<file path="src/core/cap_pkg.sv">
/*
  Package for the cache allocation and write policy block: attribute width,
  bit positions and states.
  Assumes a single clock domain; no registers reachable by software.
*/
`default_nettype none
package cap_pkg;
  // Attribute field positions, ordered write-alloc, read-alloc, cacheable, bufferable
  localparam int CAP_ATTR_W = 4;
  localparam int CAP_BIT_WA = 3;
  localparam int CAP_BIT_RA = 2;
  localparam int CAP_BIT_C = 1;
  localparam int CAP_BIT_B = 0;
  // Decision state
  typedef enum logic [1:0] {
    CAP_IDLE,
    CAP_FILL,
    CAP_DONE
  } cap_state_t;
endpackage : cap_pkg
`default_nettype wire

</file>
<file path="src/core/cap_attr_dec.sv">
/*
  Attribute decoder: splits the 4-bit cache attribute into policy classes.
  Assumes the attribute is already registered on the block clock.
*/
`default_nettype none
module cap_attr_dec
  import cap_pkg::*;
(
  input wire logic [CAP_ATTR_W-1:0] attr,
  output logic cacheable,
  output logic read_alloc,
  output logic write_alloc,
  output logic write_back
);
  // Cacheable with neither allocate bit still counts as outer non-cacheable
  assign cacheable = attr[CAP_BIT_C] & (attr[CAP_BIT_WA] | attr[CAP_BIT_RA]);
  assign read_alloc = cacheable & attr[CAP_BIT_RA];
  assign write_alloc = cacheable & attr[CAP_BIT_WA];
  assign write_back = cacheable & attr[CAP_BIT_B];
endmodule : cap_attr_dec
`default_nettype wire

</file>
<file path="src/core/cap_policy.sv">
/*
  Cache allocation and write policy. Lookups arrive as a request carrying the
  attribute, direction and hit result; store-buffer drains arrive as a second
  request carrying the attribute and hit result plus a "fully populated" flag.
  The block answers with one-cycle action strobes and data-path steering.
  Assumes a single clock; all requesters are logic on that clock.
*/
`default_nettype none
module cap_policy
  import cap_pkg::*;
(
  input wire logic clk,
  input wire logic resetn,
  // Lookup request from the slave side
  input wire logic req_valid,
  input wire logic req_write,
  input wire logic [CAP_ATTR_W-1:0] req_attr,
  input wire logic req_hit,
  output logic req_ready,
  // Lookup decision, registered, one-cycle pulses
  output logic rd_from_cache,
  output logic rd_from_next,
  output logic rd_linefill,
  output logic wr_to_buffer,
  // Store-buffer drain request
  input wire logic drn_valid,
  input wire logic [CAP_ATTR_W-1:0] drn_attr,
  input wire logic drn_hit,
  input wire logic drn_full,
  output logic drn_ready,
  // Fetch of missing data from next level
  output logic fetch_req,
  input wire logic fetch_done,
  // Drain actions, registered, one-cycle pulses
  output logic drn_done,
  output logic wr_cache,
  output logic wr_next,
  output logic alloc_line,
  output logic set_dirty
);
  // Lookup-side class decode
  logic lk_c, lk_ra, lk_wa, lk_wb;
  // Drain-side class decode
  logic dr_c, dr_ra, dr_wa, dr_wb;
  cap_attr_dec u_dec_lk (
    .attr(req_attr),
    .cacheable(lk_c),
    .read_alloc(lk_ra),
    .write_alloc(lk_wa),
    .write_back(lk_wb)
  );
  cap_attr_dec u_dec_dr (
    .attr(drn_attr),
    .cacheable(dr_c),
    .read_alloc(dr_ra),
    .write_alloc(dr_wa),
    .write_back(dr_wb)
  );

  // Lookup decisions; the master keeps to the attribute encoding
  wire lk_go = req_valid & req_ready;
  wire lk_rd = lk_go & ~req_write;
  wire hit_rd_next = lk_rd & lk_c & req_hit;
  wire miss_fill_next = lk_rd & lk_c & ~req_hit & lk_ra;
  wire rd_next_next = lk_rd & (~lk_c | (~req_hit & ~lk_ra));
  wire wr_buf_next = lk_go & req_write;

  // Lookup path is always ready: decisions take one cycle
  assign req_ready = 1'b1;

  // Registered lookup strobes
  always_ff @(posedge clk or negedge resetn) begin
    if (!resetn) begin
      rd_from_cache <= 1'b0;
      rd_linefill <= 1'b0;
      rd_from_next <= 1'b0;
      wr_to_buffer <= 1'b0;
    end else begin
      rd_from_cache <= hit_rd_next;
      rd_linefill <= miss_fill_next;
      rd_from_next <= rd_next_next;
      wr_to_buffer <= wr_buf_next;
    end
  end

  // Drain state machine: a partial write-allocate miss waits for a fetch
  cap_state_t state_reg, state_next;
  logic alloc_pend_reg, alloc_pend_next; // Write-allocate miss in flight
  logic wt_pend_reg, wt_pend_next; // Its type is write-through
  logic dn_go;
  logic wa_miss;

  assign drn_ready = (state_reg == CAP_IDLE);
  assign dn_go = drn_valid & drn_ready;
  assign wa_miss = dr_wa & ~drn_hit;

  // Next drain actions
  logic wc_n, wn_n, al_n, sd_n, dd_n, fr_n;

  // Next-state and action decode
  always_comb begin
    state_next = state_reg;
    alloc_pend_next = alloc_pend_reg;
    wt_pend_next = wt_pend_reg;
    wc_n = 1'b0;
    wn_n = 1'b0;
    al_n = 1'b0;
    sd_n = 1'b0;
    dd_n = 1'b0;
    fr_n = 1'b0;
    case (state_reg)
      CAP_IDLE: begin
        if (dn_go) begin
          if (!dr_c) begin
            wn_n = 1'b1;
            dd_n = 1'b1;
          end else if (drn_hit) begin
            wc_n = 1'b1;
            wn_n = ~dr_wb;
            sd_n = dr_wb;
            dd_n = 1'b1;
          end else if (!wa_miss) begin
            wn_n = 1'b1;
            dd_n = 1'b1;
          end else if (drn_full) begin
            // Fully covered: allocate straight away
            wc_n = 1'b1;
            al_n = 1'b1;
            wn_n = ~dr_wb;
            sd_n = dr_wb;
            dd_n = 1'b1;
          end else begin
            fr_n = 1'b1;
            alloc_pend_next = 1'b1;
            wt_pend_next = ~dr_wb;
            state_next = CAP_FILL;
          end
        end
      end
      CAP_FILL: begin
        // Merge only once the missing data has arrived
        if (fetch_done) begin
          state_next = CAP_DONE;
        end
      end
      CAP_DONE: begin
        wc_n = 1'b1;
        al_n = 1'b1;
        wn_n = wt_pend_reg;
        sd_n = ~wt_pend_reg;
        dd_n = 1'b1;
        alloc_pend_next = 1'b0;
        state_next = CAP_IDLE;
      end
      default: begin
        state_next = CAP_IDLE;
      end
    endcase
  end

  // State and action registers
  always_ff @(posedge clk or negedge resetn) begin
    if (!resetn) begin
      state_reg <= CAP_IDLE;
      alloc_pend_reg <= 1'b0;
      wt_pend_reg <= 1'b0;
      wr_cache <= 1'b0;
      wr_next <= 1'b0;
      alloc_line <= 1'b0;
      set_dirty <= 1'b0;
      drn_done <= 1'b0;
      fetch_req <= 1'b0;
    end else begin
      state_reg <= state_next;
      alloc_pend_reg <= alloc_pend_next;
      wt_pend_reg <= wt_pend_next;
      wr_cache <= wc_n;
      wr_next <= wn_n;
      alloc_line <= al_n;
      set_dirty <= sd_n;
      drn_done <= dd_n;
      fetch_req <= fr_n;
    end
  end

  // Assertions
  a_nc_read_fwd: assert property (@(posedge clk) disable iff (!resetn)
    (lk_rd && !lk_c) |=> (rd_from_next && !rd_linefill && !rd_from_cache))
    else $error("non-cacheable read not forwarded");
  a_hit_from_cache: assert property (@(posedge clk) disable iff (!resetn)
    (lk_rd && lk_c && req_hit) |=> (rd_from_cache && !rd_from_next))
    else $error("cacheable read hit not served from cache");
  a_ra_miss_fill: assert property (@(posedge clk) disable iff (!resetn)
    (lk_rd && lk_ra && !req_hit) |=> rd_linefill)
    else $error("read-allocate miss without linefill");
  a_wa_only_read: assert property (@(posedge clk) disable iff (!resetn)
    (lk_rd && lk_c && !lk_ra && !req_hit) |=> (rd_from_next && !rd_linefill))
    else $error("write-allocate-only read miss allocated");
  a_nc_write_next: assert property (@(posedge clk) disable iff (!resetn)
    (dn_go && !dr_c) |=> (wr_next && !wr_cache && !alloc_line))
    else $error("non-cacheable write touched cache");
  a_wt_hit_both: assert property (@(posedge clk) disable iff (!resetn)
    (dn_go && dr_c && drn_hit && !dr_wb) |=> (wr_cache && wr_next && !set_dirty))
    else $error("write-through hit wrong");
  a_wb_hit_dirty: assert property (@(posedge clk) disable iff (!resetn)
    (dn_go && dr_c && drn_hit && dr_wb) |=> (wr_cache && !wr_next && set_dirty))
    else $error("write-back hit wrong");
  a_nwa_miss_next: assert property (@(posedge clk) disable iff (!resetn)
    (dn_go && dr_c && !drn_hit && !dr_wa) |=> (wr_next && !alloc_line && !wr_cache))
    else $error("no-allocate write miss allocated");
  a_part_fetch: assert property (@(posedge clk) disable iff (!resetn)
    (dn_go && dr_c && wa_miss && !drn_full) |=> (fetch_req && !alloc_line && !drn_ready))
    else $error("partial entry allocated before fetch");
  // While the fetch is outstanding nothing may be allocated or reported done
  a_fill_no_alloc: assert property (@(posedge clk) disable iff (!resetn)
    (state_reg == CAP_FILL) |-> (!alloc_line && !drn_done && alloc_pend_reg))
    else $error("allocation during outstanding fetch");
  a_fill_alloc: assert property (@(posedge clk) disable iff (!resetn)
    (state_reg == CAP_FILL && fetch_done) |=> ##1 (alloc_line && wr_cache && drn_done))
    else $error("fill not followed by allocation");
  a_wb_alloc_dirty: assert property (@(posedge clk) disable iff (!resetn)
    (alloc_line && !wr_next) |-> set_dirty)
    else $error("write-back allocated line left clean");
endmodule : cap_policy
`default_nettype wire

</file>
<file path="config.mk">
export PLATFORM = sky130hd
export DESIGN_NAME = cap_policy
export DESIGN_NICKNAME = d
export VERILOG_FILES = /design/src/core/cap_pkg.sv /design/src/core/cap_attr_dec.sv /design/src/core/cap_policy.sv
export SDC_FILE = /design/constraint.sdc
export NUM_CORES = 1
export LEC_CHECK = 0
export ABC_AREA = 1
export BUFFER_PORTS_ARGS = -buffer_cell sky130_fd_sc_hd__buf_2
export CAP_MARGIN = 20
export CORE_MARGIN = 2
export CORE_UTILIZATION = 39
export CTS_CLUSTER_DIAMETER = 80
export DETAILED_ROUTE_END_ITERATION = 6
export PLACE_DENSITY = 0.72
export SLEW_MARGIN = 25
export SYNTH_ARGS = -nofsm -noshare
export SYNTH_HDL_FRONTEND = slang
export SYNTH_SLANG_ARGS = --single-unit
</file>
<file path="constraint.sdc">
create_clock -name clk -period 0.95 [get_ports clk]
set_clock_uncertainty 0.05 [all_clocks]
set_input_delay 0.0475 -clock clk [delete_from_list [all_inputs] [get_ports clk]]
set_output_delay 0.0475 -clock clk [all_outputs]
set_load 0.05 [all_outputs]
</file>
; ---- After elaboration in Yosys (flattened, before gate mapping)
; Cells that the tools add are included.
[classes]
eq_ne = 8
mux = 40
n_bitwise = 26
n_reduce_logical = 3
[ops]
columns = cell, count
row1 = $mux 1, 28
row2 = $and 1x1->1, 15
row3 = $mux 2, 6
row4 = $reduce_and 6->1, 2
row5 = $pmux 1 s2, 5
row6 = $not 1->1, 8
row7 = $ne 2x1->1 const B, 3
row8 = $ne 2x2->1 const B, 3
row9 = $pmux 2 s2, 1
row10 = $or 1x1->1, 3
row11 = $eq 2x1->1 const B, 1
row12 = $eq 2x2->1 const B, 1
row13 = $logic_not 2->1, 1
[word_totals]
regBits = 13
inputBits = 17
out_inout_bits = 12
wordCells = 89

; ---- Depth between registers and ports, before layout
[depth]
ltp_word = 10
depth_mapped = 6
depth_no_buf = 6

; ---- Modules after synthesis
; From an unflattened synthesis, not the netlist that was laid out.
[unflattened]
hier_cells = 81
hier_area_um2 = 621.8
[modules_own_cells]
columns = mod, n_inst, cells_each, area_each_um2
row1 = cap_policy, 1, 63, 546.8
row2 = cap_attr_dec, 2, 9, 37.5

; ---- Least setup slack after synthesis
; OpenSTA, ideal clock, no wires.
[synth_path]
path_type = register to register
startpoint = register state_reg[1]
endpoint = register set_dirty
setup_time_ps = 65
arrival_time_ps = 1091
path_slack_ps = -256
stages_incl_launch_ff = 6
path_buffers = 0
period_less_slack_ps = 1206
path_cell_list = dfrtp_1 -> nor2_4 -> nand2_4 -> nor2_2 -> nand3_1 -> nand2_1
[synth_via]
elab_chain_len = 4
[synth_rtl]
columns = element, line
row1 = "start, declared", cap_policy.sv:87  ; cap_state_t state_reg, state_next;
row2 = "start signal, assigned", cap_policy.sv:174  ; state_reg <= state_next;
row3 = $logic_not 2->1 (*), cap_policy.sv:93  ; assign drn_ready = (state_reg == CAP_IDLE);
row4 = via drn_ready, cap_policy.sv:30  ; output logic drn_ready,
row5 = $and 1x1->1, cap_policy.sv:94  ; assign dn_go = drn_valid & drn_ready;
row6 = $mux 1, cap_policy.sv:113  ; if (dn_go) begin
row7 = $pmux 1 s2 (*), cap_policy.sv:111  ; case (state_reg)
row8 = via sd_n, cap_policy.sv:98  ; logic wc_n, wn_n, al_n, sd_n, dd_n, fr_n;
row9 = "end signal, assigned", cap_policy.sv:180  ; set_dirty <= sd_n;
row10 = "end, declared", cap_policy.sv:39  ; output logic set_dirty
; The timed path passes the listed nets; every way through them passes the cells marked *.
; A chain may end at the register's enable or synchronous reset.

; ---- Worst setup path in the final report
[layout_path]
startpoint = register state_reg[0]
endpoint = register state_reg[0]
[layout_via]
elab_chain_len = 4
[layout_rtl]
columns = element, line
row1 = $logic_not 2->1, "cap_policy.sv:93, cap_policy.sv:111"
row2 = $and 1x1->1, cap_policy.sv:94
row3 = $ne 2x1->1 (no line), -
row4 = $reduce_and 6->1 (no line), -
; Several ways; a longest one is shown, not always the timed one.

==> impl_metrics.toml <==
[setup_path]
r2r-end = "state_reg[0]"
rr_startpoint = "state_reg[0]"
critPathKind = "reg2reg"
crit_end = "state_reg[0]"
reg2reg_depth = 5
cp.arrival_ns = 1.24
endpoint_kind = "register"
cp-start-kind = "register"
cp-startpoint = "state_reg[0]"
path_cells = "nor2_4, buf_6, nand2_8, buf_4, o22ai_1"
slowest_stage = "dfrtp_1"
crit_fanout = 5
rrSetupSlack_ns = -0.14
max_stage_delay_ns = 0.41
required_ns = 1.10

[global_route]
grt_pass1_vias = 474
grt_pass1_wl_mm = 1.90
antenna_found_initial = 0
grt_max_degree = 14
grt_usage = 0.145
overflow = 0

[finish]
layout.nets = 129
design_area_sq_um = 926
largest_reg_flops = 2
area_growth_pct = 55.1
antennaDiodeCount = 0
stdcell_count = 127
fin_util = 0.629
drive_gt1_frac = 0.396

[floorplanning]
coreArea_sq_um = 1470
die_w_um = 43.1
io_pins = 29
initial_core_util = 0.406
die_h_um = 43.1
num_rows = 14
dieArea_sq_um = 1860

[logic_synthesis]
ys_warn_count = 0
netlist_top_cells_count = "nand2_1, dfrtp_1, inv_1"
synth_area_leaders = "dfrtp_1, nand2_1, inv_1"
synth-main-ff-cell = "dfrtp_1"
syn_inst = 71
synth_area_sq_um = 597
ys_ff_latch = 13
yosysMostFrequentCell = "nand2_1"
ys_seq_area_frac = 0.545
synth_top_area_frac = 0.545
syn_area_per_cell_sq_um = 8.41
synth_top_area_cell = "dfrtp_1"
synth_edf_count = 0
async_reset_ff_frac = 1.00
synth_cell_type_count = 18
synth_nets = 88

[routing]
first_iter_violations = 4
routedWlPerCell_um = 10.4
ant_nets = 0
dr_total_vias = 566
route.detailed.drc = 0
dr.pass1.iters = 4
wl_mm = 1.32
drt-vias-per-instance = 4.46

[pwr]
pwr_density_cell_nw_per_um2 = 1350
p_leak_nw = 0.524
irDropWorstVdd_uv = 595

[min_path]
worstHoldPathType = "in2reg"

[timing]
fin_crit_sh = 1.15
hold-worst-slack_ns = -0.0125
clock.fmax_ghz = 0.915
period_minus_slack_ns = 1.09
hold_viol_final = 1
maxSlewViolCount = 0
grt_setup_unrepaired = "true"
setup_slack_ns = -0.143
setup_viol = 9

[clock_tree]
root_buffer = "clkbuf_4"
htree_levels = 1
cts.sinks = 13
clk_pin_slew_ns = 0.08
numCtsBuffers = 3
clock_latency_ns = 0.27
cts_tree = "done"
clockBufferDepth = 2

[job]
drv_cap = 0

[placement]
post-place-ws_ns = -0.0603
dp_cells = 112
placed_area_sq_um = 739
globalplace.congestion = 0.778
io_buffers = 26
hpwlAfterDp_um = 891

[run_status]
status = "finished with violations"
violations = "negative hold slack, negative setup slack"
==> repair_timing <==
item / CTS / global route
buffers inserted: 3 / 2
endpoints found under the setup margin: 8 / 22
gates resized for setup: 3 / 26
endpoints found under the hold margin: 19 / 0
hold buffers: 6 / 0
pin swaps: 1 / 6
==> how the worst min path moves through the flow <==
stage | startpoint | to | slack, ns | cells after the start
6_report | drn_attr[0] | wt_pend_reg | -0.01 | 4
5_1_grt | drn_attr[0] | wt_pend_reg | 0.02 | 4
4_1_cts | drn_attr[0] | wt_pend_reg | 0.0005 | 4
3_5_place_dp | resetn | state_reg[0] | -0.11 | 1
3_3_place_gp | resetn | state_reg[1] | -0.11 | 1
2_1_floorplan | resetn | alloc_line | -0.30 | 0
==> critical path, delay by kind of cell, from the launching register on <==
| family | cells | cell delay (ns) |
|---|---|---|
| DFF | 1 | 0.41 |
| buffers and inverters | 2 | 0.25 |
| and+or+nand+nor | 2 | 0.20 |
| AOI/OAI and AO/OA | 1 | 0.11 |
==> logic make-up after synthesis <==
kind of cell,count (synthesis),share of synthesized area
AOI/OAI and AO/OA,8,0.0734
other,1,0.00628
and+or+nand+nor,35,0.281
DFF,13,0.545
buffers and inverters,14,0.0943
==> layer usage <==
metal | routed length (um) | up-vias | global-route usage
met4 | 39 | 0 | 0.127
met5 | 0 | - | 0
met2 | 668 | 17 | 0.233
met3 | 53 | 4 | 0.0128
met1 | 561 | 251 | 0.168
li1 | - | 294 | -
==> placed cells by master (no fill, tap or decap), drive strengths merged <==
cell and count:
nor2 10, nand3 4, nand2 19, dfrtp 13, a21oi 1, o21a 1, or2 1, clkbuf 4
dlygate4sd3 6, o21ai 5, buf 31, o22ai 1, nor3 1, inv 13, conb 1
==> where the power goes <==
part | leakage (nW) | switching, mW | internal, mW | total (mW)
Sequential | 0.172 | 0.0128 | 0.587 | 0.600
Clock | 0.0150 | 0.169 | 0.163 | 0.332
Combinational | 0.337 | 0.202 | 0.120 | 0.322
Total | 0.524 | 0.384 | 0.869 | 1.25
==> metrics by stage <==
stage	TNS [ns]	total power [mW]
floorplan	-1.53	0.783
global placement	-0.0300	0.861
detailed placement	-0.172	0.866
CTS	-0.816	1.22
global route	-1.51	1.33
finish	-1.05	1.25
==> area by class of cell <==
cell class              count  area, sq um
clock buffers               4         26.3
multi-input cells          44          239
flip-flops and latches     13          325
repair buffers             37          267
inverters                  13         48.8
well taps                  16         20.0
fillers                   123          546
Power figures use the tool's default switching activity.
